`src/shared/ipd_pkg.sv`:
```
// Package of types and constants for the indexed postbyte decoder
`default_nettype none
package ipd_pkg;
    timeunit 1ns;
    timeprecision 1ps;
    localparam logic [7:0] IPD_PAGE2_PREFIX = 8'h18;
    localparam logic [1:0] IPD_REG_X        = 2'h0;
    localparam logic [1:0] IPD_REG_Y        = 2'h1;
    localparam logic [1:0] IPD_REG_SP       = 2'h2;
    localparam logic [1:0] IPD_REG_PC       = 2'h3;
    localparam logic [1:0] IPD_ACC_A        = 2'h0;
    localparam logic [1:0] IPD_ACC_B        = 2'h1;
    localparam logic [1:0] IPD_ACC_D        = 2'h2;
    localparam logic [1:0] IPD_ACC_DIND     = 2'h3;
    localparam int         IPD_SEL_POS      = 6;
    localparam int         IPD_AUTO_POS     = 5;
    localparam int         IPD_PRE_POS      = 4;

    // Offset source chosen by the postbyte
    typedef enum logic [5:0] {
        IPD_OFS_CONST5  = 6'h01,
        IPD_OFS_CONST9  = 6'h02,
        IPD_OFS_CONST16 = 6'h04,
        IPD_OFS_AUTO    = 6'h08,
        IPD_OFS_ACC     = 6'h10,
        IPD_OFS_NONE    = 6'h20
    } ipd_ofs_t;

    typedef enum logic [2:0] {
        IPD_ST_OPCODE = 3'h1,
        IPD_ST_POST   = 3'h2,
        IPD_ST_EXT    = 3'h4
    } ipd_state_t;

    // Fully decoded indexed operand
    typedef struct packed {
        logic [1:0]  index_register_select;
        ipd_ofs_t    ofs_kind;
        logic        indirect;
        logic        auto_pre;
        logic        auto_post;
        logic        invalid;
        logic [1:0]  acc_sel;
        logic [1:0]  ext_count;
        logic [15:0] offset;
    } ipd_decode_t;
endpackage : ipd_pkg
`default_nettype wire

```
`src/design/ipd_decoder.sv`:
```
// Indexed postbyte and opcode page decoder
//
// Overview of operation
// - rr0nnnnn: signed five-bit offset, -16..+15
// - 111rr0zs: nine-bit or sixteen-bit signed offset
// - 111rr011: sixteen-bit offset, indirect pointer
// - rr1pnnnn: auto adjust, p selects pre/post
// - Auto step -8..-1 or +1..+8, never zero
// - Auto adjust only X, Y, SP
// - 111rr1aa: unsigned A, B or D offset
// - 111rr111: D offset, indirect, any register
// - Postbyte gives zero to two extension bytes
// - Prefix 18 selects second opcode page
// - Extension bytes delivered to the datapath
// - Nine-bit low byte, sixteen-bit two bytes
`default_nettype none
module ipd_decoder (
    // Clock and reset
    input  wire logic            clk_sys,
    input  wire logic            rstn,
    // Instruction byte stream
    input  wire logic            byte_valid,
    input  wire logic [7:0]      byte_data,
    input  wire logic            opcode_is_indexed,
    // Decoded opcode
    output logic                 opcode_valid,
    output logic [7:0]           opcode,
    output logic                 opcode_page2,
    // Decoded indexed operand
    output logic                 decode_valid,
    output ipd_pkg::ipd_decode_t decode,
    output logic [7:0]           indexed_postbyte
);
    timeunit 1ns;
    timeprecision 1ps;
    import ipd_pkg::*;

    // Sequencing state
    ipd_state_t  state, next_state;
    logic        page2, next_page2;
    logic [1:0]  ext_left, next_ext_left;

    // Opcode state
    logic        op_v, next_op_v;
    logic [7:0]  op, next_op;
    logic        op_p2, next_op_p2;

    // Operand state
    logic        dv, next_dv;
    ipd_decode_t dec, next_dec;
    logic [7:0]  pb, next_pb;

    // Role of the byte on the stream this cycle
    logic        take_prefix;
    logic        take_opcode;
    logic        take_post;
    logic        take_ext;
    logic        last_ext;
    logic        post_done;

    // Postbyte fields and their meaning
    logic [1:0]  sel_short;
    logic [1:0]  sel_long;
    logic [1:0]  sel_eff;
    logic        is_short;
    logic        is_long;
    logic        is_const_long;
    logic        long_acc;
    logic [1:0]  long_low;
    logic [3:0]  step_field;
    logic [15:0] step_value;
    logic [15:0] short_value;
    logic [1:0]  ext_need;

    // Decode of the byte on the stream, used when it is a postbyte
    ipd_decode_t pb_dec;
    logic [15:0] ext_offset;

    // Select bits move to 4:3 once the top three bits are all set
    assign is_short      = ~byte_data[IPD_AUTO_POS];
    assign is_long       = (byte_data[7:5] == 3'h7);
    assign is_const_long = is_long && !byte_data[2];
    assign sel_short     = byte_data[IPD_SEL_POS+1:IPD_SEL_POS];
    assign sel_long      = byte_data[4:3];
    assign long_acc      = byte_data[2];
    assign long_low      = byte_data[1:0];
    assign step_field    = byte_data[3:0];
    assign short_value   = {{11{byte_data[4]}}, byte_data[4:0]};

    // Field 0..7 is +1..+8, 8..F is -8..-1, so a zero step cannot occur
    always_comb begin
        if (step_field[3]) begin
            step_value = {12'hFFF, step_field};
        end else begin
            step_value = {12'h000, step_field} + 16'h0001;
        end
    end

    // Only the constant long forms carry extension bytes
    always_comb begin
        ext_need = 2'h0;
        if (is_const_long) begin
            if (long_low[1]) begin
                ext_need = 2'h2;
            end else begin
                ext_need = 2'h1;
            end
        end
    end

    // Register select field for this postbyte form
    always_comb begin
        if (is_long) begin
            sel_eff = sel_long;
        end else begin
            sel_eff = sel_short;
        end
    end

    // Pure postbyte decode
    always_comb begin
        pb_dec = '0;
        pb_dec.ofs_kind = IPD_OFS_NONE;
        pb_dec.ext_count = ext_need;
        pb_dec.index_register_select = sel_eff;
        if (is_const_long) begin
            if (long_low[1]) begin
                pb_dec.ofs_kind = IPD_OFS_CONST16;
                pb_dec.indirect = long_low[0];
            end else begin
                pb_dec.ofs_kind = IPD_OFS_CONST9;
                // Sign waits in the high byte until the low byte arrives
                pb_dec.offset = {{8{long_low[0]}}, 8'h00};
            end
        end else if (is_long) begin
            pb_dec.ofs_kind = IPD_OFS_ACC;
            pb_dec.indirect = (long_low == IPD_ACC_DIND);
            if (long_low == IPD_ACC_DIND) begin
                pb_dec.acc_sel = IPD_ACC_D;
            end else begin
                pb_dec.acc_sel = long_low;
            end
        end else if (is_short) begin
            pb_dec.ofs_kind = IPD_OFS_CONST5;
            pb_dec.offset = short_value;
        end else begin
            pb_dec.ofs_kind = IPD_OFS_AUTO;
            pb_dec.auto_pre = ~byte_data[IPD_PRE_POS];
            pb_dec.auto_post = byte_data[IPD_PRE_POS];
            pb_dec.offset = step_value;
            // A program counter code reads as a long form, so this only guards
            pb_dec.invalid = (sel_short == IPD_REG_PC);
        end
    end

    // A second prefix in a row is taken as an ordinary opcode
    always_comb begin
        take_prefix = 1'b0;
        take_opcode = 1'b0;
        take_post = 1'b0;
        take_ext = 1'b0;
        case (state)
            IPD_ST_OPCODE: begin
                if (byte_valid && byte_data == IPD_PAGE2_PREFIX && !page2) begin
                    take_prefix = 1'b1;
                end else begin
                    take_opcode = byte_valid;
                end
            end
            IPD_ST_POST: begin
                take_post = byte_valid;
            end
            IPD_ST_EXT: begin
                take_ext = byte_valid;
            end
            default: begin
                take_opcode = 1'b0;
            end
        endcase
    end

    assign last_ext  = take_ext && (ext_left == 2'h1);
    assign post_done = take_post && (ext_need == 2'h0);

    // Sequencing: which role the next byte plays
    always_comb begin
        next_state = state;
        next_page2 = page2;
        next_ext_left = ext_left;
        case (state)
            IPD_ST_OPCODE: begin
                if (take_prefix) begin
                    next_page2 = 1'b1;
                end else if (take_opcode) begin
                    next_page2 = 1'b0;
                    if (opcode_is_indexed) begin
                        next_state = IPD_ST_POST;
                    end
                end
            end
            IPD_ST_POST: begin
                if (take_post) begin
                    next_ext_left = ext_need;
                    if (ext_need == 2'h0) begin
                        next_state = IPD_ST_OPCODE;
                    end else begin
                        next_state = IPD_ST_EXT;
                    end
                end
            end
            IPD_ST_EXT: begin
                if (take_ext) begin
                    next_ext_left = ext_left - 2'h1;
                    if (last_ext) begin
                        next_state = IPD_ST_OPCODE;
                    end
                end
            end
            default: begin
                next_state = IPD_ST_OPCODE;
            end
        endcase
    end

    always_ff @(posedge clk_sys or negedge rstn) begin
        if (!rstn) begin
            state    <= IPD_ST_OPCODE;
            page2    <= 1'b0;
            ext_left <= 2'h0;
        end else begin
            state    <= next_state;
            page2    <= next_page2;
            ext_left <= next_ext_left;
        end
    end

    // Opcode: one-cycle pulse, opcode and page flag held
    always_comb begin
        next_op_v = take_opcode;
        next_op = op;
        next_op_p2 = op_p2;
        if (take_opcode) begin
            next_op = byte_data;
            next_op_p2 = page2;
        end
    end

    always_ff @(posedge clk_sys or negedge rstn) begin
        if (!rstn) begin
            op_v  <= 1'b0;
            op    <= 8'h00;
            op_p2 <= 1'b0;
        end else begin
            op_v  <= next_op_v;
            op    <= next_op;
            op_p2 <= next_op_p2;
        end
    end

    // Nine-bit form keeps its sign byte; sixteen-bit form shifts, high byte first
    always_comb begin
        if (dec.ofs_kind == IPD_OFS_CONST9) begin
            ext_offset = {dec.offset[15:8], byte_data};
        end else begin
            ext_offset = {dec.offset[7:0], byte_data};
        end
    end

    // Operand: a held decode, refined by each extension byte
    always_comb begin
        next_dv = 1'b0;
        next_dec = dec;
        next_pb = pb;
        if (take_post) begin
            next_pb = byte_data;
            next_dec = pb_dec;
            next_dv = post_done;
        end else if (take_ext) begin
            next_dec.offset = ext_offset;
            next_dv = last_ext;
        end
    end

    always_ff @(posedge clk_sys or negedge rstn) begin
        if (!rstn) begin
            dv  <= 1'b0;
            dec <= '0;
            pb  <= 8'h00;
        end else begin
            dv  <= next_dv;
            dec <= next_dec;
            pb  <= next_pb;
        end
    end

    // Outputs straight from the registers
    assign opcode_valid     = op_v;
    assign opcode           = op;
    assign opcode_page2     = op_p2;
    assign decode_valid     = dv;
    assign decode           = dec;
    assign indexed_postbyte = pb;
endmodule : ipd_decoder
`default_nettype wire

```
`config.mk`:
```
export PLATFORM = sky130hd
export DESIGN_NAME = ipd_decoder
export DESIGN_NICKNAME = d
export VERILOG_FILES = /design/src/shared/ipd_pkg.sv /design/src/design/ipd_decoder.sv
export SDC_FILE = /design/constraint.sdc
export NUM_CORES = 1
export LEC_CHECK = 0
export CAP_MARGIN = 0
export CORE_MARGIN = 3
export CORE_UTILIZATION = 50
export CTS_BUF_LIST = sky130_fd_sc_hd__clkbuf_4
export DETAILED_ROUTE_END_ITERATION = 10
export DONT_BUFFER_PORTS = 1
export SLEW_MARGIN = 40
export SYNTH_ARGS = -nofsm -noshare
export SYNTH_HDL_FRONTEND = slang
export SYNTH_SLANG_ARGS = --single-unit
export TNS_END_PERCENT = 50
```
`constraint.sdc`:
```
create_clock -name clk_sys -period 2.06 [get_ports clk_sys]
set_clock_uncertainty 0.05 [all_clocks]
set_input_delay 0.618 -clock clk_sys [delete_from_list [all_inputs] [get_ports clk_sys]]
set_output_delay 0.618 -clock clk_sys [all_outputs]
set_load 0.02 [all_outputs]
```
==> summary.txt, run 1 <==
Clocking
  • Clk_lat worst skew: 0.37 ns
  • Post-CTS repair timing setup buffer count: 0
  • Clock tree sinks: 54
  • CTS resizes: 0
  • TritonCTS buffer count: 5
  • Root Buffer: clkbuf_4
  • CTS tree: yes
  • Clk pin slew, worst setup/hold paths: between 0.1 and 0.15 ns
  • H-tree level count: 2
  • CTS max path bufs: 2

Global routing
  • Global-route wire length before repair: 9030 microns
  • Vias in the first global route: roughly 1800
  • Largest net degree at the start of global routing: 54
  • GRT overflow: 0
  • Tot GR Track Use: 21.1%
  • Initial antenna violation count: 0

Power and ir drop
  • Peak VDD IR: ~0.67 mV
  • Pwr/cell area: 990 mW/mm^2
  • Leak pwr: 1.22 nW

Worst setup path
  • CP top delay family: simple AND/OR/NAND/NOR gates
  • Buffers and inverters on the worst path: 0
  • WP data arrival: between 2 and 2.5 ns
  • Crit path largest cell delay: about 0.62 ns
  • WS Path Type: flop to flop
  • Reg2reg path depth: 3
  • Reg2reg end: opcode[2]
  • Highest net fanout along the worst path: 10
  • Reg2Reg Launch Point: state[0]
  • Critical Path RT: 2.29 ns
  • CP Capture Type: flop
  • Slowest cell on crit path: dfstp_2
  • Crit-path cells: nand3b_1 -> nor3_4 -> mux2_2
  • Reg-to-reg slack, setup: 0.25 ns
  • Crit path launch: state[0]
  • Critical Path Start Type: flop

Yosys
  • Mean Syn Cell Area: 9.93 sq um
  • Mapped Cells: 245
  • Unique cell type count in the Yosys netlist: 44
  • Synthesized area: 0.00243 sq mm
  • Synth top cells by count: nand2_1 (56), dfrtp_1 (53), o21ai_0 (18)
  • Top-count cell post-synth: nand2_1
  • Leading area contributor after synthesis: dfrtp_1
  • Yosys top cell area share: 54.5%
  • Post-synth EDFFs: 0
  • Synth Flop Type: dfrtp_1
  • Yosys reg bits: 54
  • Largest cells by area after synthesis: dfrtp_1 (54%), nand2_1 (8.6%), mux2_2 (4.6%)
  • Post-synthesis sequential area ratio: 55.6%
  • Post-synthesis async set-or-reset flop share: 100%
  • Syn nets: 261
  • Synth warnings: 0

Die
  • Core region area: 0.00453 sq mm
  • Die width: 75.8 microns
  • Die H: 75.8 microns
  • Die area: between 0.005 and 0.006 sq mm
  • Std-Cell Rows: 24
  • I/O pin cnt: 63
  • Initial Util: between 50% and 60%

Routing
  • Length of routed met2 wiring: 2670 microns
  • Top sig layer: met4
  • DRC viols: 0
  • Starting DRT DRC Count: 88
  • Post-DR wirelength/cell: 18.0 microns
  • DR pass1 iterations: 4
  • Antenna violation net count after detailed routing: 0
  • Vias/cell: roughly 5.7
  • Via count: 1777
  • Post-Route M1 WL: 2370 microns
  • WL met3: 450 microns
  • WL final: ~5600 microns

Layout
  • Nets: 261
  • Share of layout cells above drive strength 1: 11.8%
  • # diodes: 0
  • Area growth, synth to finish: 6.02%
  • Multi-input gate area: 972 sq um
  • Register area: 0.00135 sq mm
  • Filler cell count in the final layout: 417

STA
  • Period utilization: between 80 and 90%
  • RSZ-0062 raised after global routing: no
  • Hold Fails Final Rpt: 0
  • Min Tclk post-route: 1.81 ns
  • Setup violators final: 0
  • Final TNS setup: 0 ns
  • F_max: 553 MHz
  • Max-slew violation count: 0
  • WHS: 0.0209 ns

Worst hold path
  • Min-delay worst type: primary input to async pin

Placement
  • IO buf count: 0
  • Routability cong.: around 0.83
  • Detail Placement HPWL: 3930 microns

Job
  • Max Cap Violations: 0

Run status
  • Run status: finished clean
-- metal layers --
layer  vias to the layer above  global-route usage, %
li1                        839                      -
met1                       858                   26.3
met3                        13                   6.99
met5                         -                      0
met4                         0                   7.38
met2                        67                   34.3
-- registers in the layout (all words and copies together), names as in the netlist --
signal / count
opcode_page2: 1
indexed_postbyte: 8
decode: 29
state: 3
ext_left: 2
opcode: 8
opcode_valid: 1
page2: 1
decode_valid: 1
-- per-stage QoR --
step | total power [mW] | util (%) | instances | worst slack (ns) | cell area [sq um]
2_1_floorplan | 1.99 | - | 245 | 0.0204 | 2430
3_3_place_gp | 2.07 | 54.9 | 301 | -0.0245 | 2490
3_5_place_dp | 2.10 | 54.9 | 301 | -0.0961 | 2490
4_1_cts | 2.57 | 56.7 | 310 | 0.251 | 2570
5_1_grt | 2.71 | 56.9 | 311 | 0.0810 | 2580
6_report | 2.55 | 56.9 | 311 | 0.252 | 2580
-- logic make-up (layout without fill, tap and decap cells) --
| kind of cell | count (synthesis) | in the layout | synth area share, % |
|---|---|---|---|
| simple gates | 97 | 97 | 18.8 |
| compound gates | 53 | 53 | 13.0 |
| buf+inv | 23 | 24 | 4.73 |
| xor+xnor | 2 | 2 | 0.720 |
| flops | 54 | 54 | 55.6 |
| other cells | 1 | 1 | 0.154 |
| mux | 11 | 11 | 5.04 |
| fa+ha+maj | 4 | 4 | 2.06 |
-- cells in the final DEF, fill, tap and decap left out, drive strengths merged, types with 7 or more instances in the layout --
master,n
nor2,11
nand2,56
mux2,10
nand3,7
dfrtp,53
a21oi,9
buf,9
o21ai,19
a31oi,12
-- where the power goes --
group / switching (mW) / total, mW / internal [mW]
sequential: 0.457 / 1.75 / 1.29
combinational: 0.187 / 0.348 / 0.161
clock: 0.318 / 0.461 / 0.142
total: 0.963 / 2.55 / 1.59
-- how the worst max path moves through the flow --
stage	slack [ns]	end	cells past startpoint
floorplan	0.02	opcode[0]	6
global placement	-0.02	opcode[0]	6
detailed placement	-0.1	opcode[2]	6
CTS	0.25	opcode[2]	3
global route	0.08	decode[12]	4
finish	0.25	opcode[2]	3
-- timing repair --
action                     in CTS  in global routing
hold endpoints to repair       53                  1
setup endpoints to repair       0                  0
hold buffers                    1                  1
-- cell type report --
class	count	share of cell area, %
Clock inverter	2	0.339
Sequential cell	54	52.4
Clock buffer	6	1.75
Tap cell	65	3.15
Multi-Input combinational cell	168	37.7
Inverter	6	0.873
Timing Repair Buffer	10	3.78
Power figures use the tool's default switching activity.
==> run 2: changes to the inputs <==
- CORE_ASPECT_RATIO: unset -> 0.6
==> summary.txt, run 2 (same netlist as run 1, synthesis figures left out) <==
Run status
  • Run status: finished clean

Die
  • I/O pin cnt: 63
  • Die width: 96.1 microns
  • Die H: about 60 microns
  • Die area: approximately 0.0058 sq mm
  • Std-Cell Rows: 18
  • Initial Util: 55.4%
  • Core region area: about 0.0044 sq mm

Worst setup path
  • CP top delay family: simple AND/OR/NAND/NOR gates
  • Crit path largest cell delay: about 0.63 ns
  • Critical Path RT: 2.27 ns
  • Highest net fanout along the worst path: 10
  • Critical Path Start Type: flop
  • Buffers and inverters on the worst path: 0
  • Slowest cell on crit path: dfstp_2
  • WP data arrival: 2.05 ns
  • WS Path Type: flop to flop
  • CP Capture Type: flop
  • Crit-path cells: nand3b_1 -> nor3_4 -> mux2_2

Clocking
  • Clock tree sinks: 54
  • CTS resizes: 0
  • TritonCTS buffer count: 5
  • H-tree level count: 2
  • Clk_lat worst skew: around 0.37 ns
  • CTS max path bufs: 2
  • Hold-fix buffers at CTS: 1
  • Post-CTS repair timing setup buffer count: 0
  • Clk pin slew, worst setup/hold paths: 0.14 ns
  • CTS tree: yes
  • Root Buffer: clkbuf_4

Routing
  • Vias/cell: between 5 and 6
  • Antenna violation net count after detailed routing: 0
  • Starting DRT DRC Count: approximately 150
  • Via count: between 1500 and 2000
  • DR pass1 iterations: 4
  • Post-DR wirelength/cell: between 15 and 20 microns
  • WL final: 5590 microns
  • DRC viols: 0

Layout
  • Core Util, Final: approximately three fifths
  • Design area: 0.00258 sq mm
  • # diodes: 0
  • Max reg flops: 29
  • Multi-input gate area: 972 sq um
  • Nets: around 260
  • Area growth, synth to finish: 6.07%
  • Filler cell count in the final layout: 380
  • Share of layout cells above drive strength 1: around an eighth
  • Most common cell after layout, fill and taps aside: nand2_1
  • Register area: 0.00135 sq mm
  • Most frequent cells in the layout: nand2_1 (56), dfrtp_1 (53), o21ai_0 (18)

STA
  • Period utilization: 89.1%
  • Min Tclk post-route: 1.84 ns
  • RSZ-0062 raised after global routing: no
  • Worst rel slew slack: 65.9%
  • Max-slew violation count: 0
  • Setup violators final: 0
  • Worst Max-Slew Pin Slew: 0.511 ns
  • F_max: 545 MHz
  • Hold Fails Final Rpt: 0

Global routing
  • GRT overflow: 0
  • GRT met2 Usage: a little under a third
  • Met1 Use GR: 30.8%
  • Tot GR Track Use: 21.5%
  • Met3 Use GR: under 10%
  • Vias in the first global route: 1749
  • Grt peak-use layer: met1
  • Global-route wire length before repair: about 9000 microns
  • Largest net degree at the start of global routing: 54
  • Initial antenna violation count: 0

Power and ir drop
  • Pint: between 1.5 and 2 mW
  • Pwr/cell area: ~980 mW/mm^2
  • Peak VDD IR: 0.490 mV
  • Logic pwr share: a little over an eighth
  • Clk network pwr share: 17.4%
  • Seq pwr share: 69.0%
  • Leak pwr: 1.22 nW
  • Switch Pwr: 958 uW
  • Sw frac: 37.8%

Placement
  • Area of placed instances: 0.00249 sq mm
  • Routability cong.: 0.871
  • IO buf count: 0
  • Detail Placement HPWL: 4160 microns

Worst hold path
  • Min-delay worst type: primary input to async pin

Job
  • Max Cap Violations: 0
-- run 2: cell type report --
class                           count  share of cell area (%)
Tap cell                           60                    2.91
Inverter                            6                   0.873
Clock buffer                        5                    1.45
Clock inverter                      3                   0.630
Timing Repair Buffer               11                    4.07
Sequential cell                    54                    52.4
Multi-Input combinational cell    168                    37.7
-- run 2: per-layer routing --
metal | share of wire (%) | wire length, microns
met5 | 0 | 0
met4 | 1.6 | 89
met3 | 11 | 607
met2 | 43 | 2410
met1 | 45 | 2490
-- run 2: power by group through the flow --
stage	combinational [mW]	sequential, mW	clock, mW
final	0.344	1.75	0.442
after global routing	0.406	1.79	0.502
after CTS	0.348	1.76	0.460
after detailed placement	0.321	1.78	0
after global placement	0.304	1.77	0
after floorplan	0.277	1.72	0
-- run 2: path summary, 6_finish.rpt --
kind                                    from         end  slack [ns]  cells past startpoint
worst max-delay path                state[0]   opcode[0]        0.22                      3
worst min-delay path                    rstn  decode[19]        0.03                      1
worst max register to register      state[0]   opcode[0]        0.22                      3
worst min register to register    decode[16]  decode[16]        0.46                      1
max in group asynchronous               rstn    state[0]        1.38                      1
min in group clk_sys            byte_data[5]  decode[24]        0.28                      1
-- run 2: metrics by stage --
step	instances	hold slack, ns	total power [mW]	setup slack [ns]	TNS, ns
finish	307	0.0310	2.54	0.224	0
floorplan	245	0.272	1.99	0.0204	0
global placement	297	0.273	2.07	-0.0478	-0.426
global route	307	0.0131	2.69	0.112	0
CTS	306	0.00336	2.57	0.212	0
detailed placement	297	0.273	2.10	-0.137	-1.09
-- run 2: worst reg2reg max path, cell delays in order, from the launching register on --
cell and delay [ns]:
dfstp_2 0.63, nand3b_1 0.17, nor3_4 0.48, mux2_2 0.41
==> run 3: changes to the inputs <==
- HOLD_SLACK_MARGIN: unset -> 0.12
==> summary.txt, run 3 (same netlist as run 1, synthesis figures left out) <==
Worst setup path
  • Critical Path RT: between 2 and 2.5 ns
  • CP top delay family: simple AND/OR/NAND/NOR gates
  • Crit path largest cell delay: about 0.63 ns
  • Crit-path cells: nand3b_1 -> nor3_4 -> mux2_2
  • Reg2Reg Launch Point: state[0]
  • WP data arrival: 2.06 ns
  • CP Depth: 3
  • Slowest cell on crit path: dfstp_2
  • Critical Path Start Type: flop
  • Highest net fanout along the worst path: 10
  • Reg2reg end: opcode[0]
  • CP Capture Type: flop
  • Reg-to-reg slack, setup: 0.22 ns
  • Crit path launch: state[0]
  • Reg2reg path depth: 3
  • Critical Path Sink: opcode[0]
  • WS Path Type: flop to flop
  • Buffers and inverters on the worst path: 0

Routing
  • Post-DR wirelength/cell: 18.4 microns
  • Vias/cell: roughly 5.7
  • Antenna violation net count after detailed routing: 0
  • Starting DRT DRC Count: between 150 and 200
  • DR pass1 iterations: 4
  • DRC viols: 0
  • Via count: approximately 1800
  • WL final: 5640 microns

Layout
  • Max reg flops: 29
  • Area growth, synth to finish: 6.07%
  • Nets: 262
  • Most frequent cells in the layout: nand2_1 (56), dfrtp_1 (53), o21ai_0 (18)
  • Design area: ~0.0026 sq mm
  • Most common cell after layout, fill and taps aside: nand2_1
  • Share of layout cells above drive strength 1: 11.7%
  • # diodes: 0

STA
  • F_max: 543 MHz
  • Min Tclk post-route: 1.84 ns
  • Worst Max-Slew Pin Slew: 0.510 ns
  • Period utilization: 89.4%
  • Max-slew violation count: 0
  • Worst rel slew slack: 65.9%
  • Setup ws final: 0.219 ns
  • Setup violators final: 0
  • WHS: about 0.28 ns
  • RSZ-0062 raised after global routing: no
  • Hold Fails Final Rpt: 0

Placement
  • Pre-CTS setup slack: -0.137 ns
  • Routability cong.: 0.871
  • Detail Placement HPWL: between 4000 and 5000 microns
  • Area of placed instances: between 0.002 and 0.0025 sq mm
  • IO buf count: 0

Clocking
  • Clk pin slew, worst setup/hold paths: 0.14 ns
  • CTS resizes: 0
  • CTS tree: yes
  • H-tree level count: 2
  • TritonCTS buffer count: 5
  • Clock tree sinks: 54
  • Post-CTS repair timing setup buffer count: 0
  • Root Buffer: clkbuf_4
  • Clk_lat worst skew: ~0.37 ns
  • CTS max path bufs: 2

Die
  • I/O pin cnt: between 60 and 70
  • Die area: 0.00577 sq mm
  • Core region area: between 0.004 and 0.005 sq mm
  • Std-Cell Rows: 18
  • Die width: 96.1 microns
  • Die H: approximately 60 microns
  • Initial Util: 55.4%

Global routing
  • Global-route wire length before repair: 9100 microns
  • Initial antenna violation count: 0
  • GRT overflow: 0
  • Vias in the first global route: 1754
  • Largest net degree at the start of global routing: 55
  • Tot GR Track Use: a little over a fifth

Power and ir drop
  • Pwr/cell area: 982 mW/mm^2
  • Leak pwr: around 1.2 nW
  • Peak VDD IR: between 0.4 and 0.5 mV

Job
  • Max Cap Violations: 0

Worst hold path
  • Min-delay worst type: primary input to flop
  • Hold path depth: 1

Run status
  • Run status: finished clean
run 3: cell counts in the layout (fill, tap and decap cells not counted):
Identical to the previous run, type by type.
run 3: worst min-delay path by stage:
| stage | startpoint | to |
|---|---|---|
| after floorplan | rstn | decode[0] |
| after global placement | rstn | opcode[3] |
| after detailed placement | rstn | opcode_valid |
| after CTS | byte_data[4] | decode[22] |
| after global routing | byte_data[4] | decode[22] |
| final | byte_data[4] | decode[22] |
run 3: area by class of cell:
type	instances	area (sq um)
inverters	6	22.5
multi-input cells	168	972
flip-flops and latches	54	1350
clock inverters	3	16.3
well taps	60	75.1
repair buffers	11	105
clock buffers	5	37.5
fillers	380	1810
run 3: worst register-to-register path: stages, from the launching register on:
cell and delay, ns:
dfstp_2 0.63, nand3b_1 0.17, nor3_4 0.48, mux2_2 0.41
run 3: timing repair:
item                                    4_1_cts  5_1_grt
endpoints found under the setup margin        0        0
hold endpoints to repair                     54        0
hold buffers                                  2        0
run 3: power breakdown:
part           leakage, nW  switching, mW  internal [mW]
Clock               0.0303          0.313          0.128
Sequential           0.691          0.461           1.29
Combinational        0.500          0.185          0.161
run 3: per-layer routing:
layer  part of all wire [%]  vias up  track usage [%]
met4                    1.6        0             7.09
met5                      0        -                0
met1                     47      839             30.6
li1                       -      839                -
met3                    9.6       11             7.67
met2                     42       68             30.2
run 3: per-stage QoR:
stage	total power [mW]	util, %	cells	TNS, ns
after global routing	2.70	58.8	307	0
final	2.54	58.8	307	0
after CTS	2.57	58.8	307	0
after floorplan	1.99	-	245	0
after global placement	2.07	56.7	297	-0.426
after detailed placement	2.10	56.7	297	-1.09
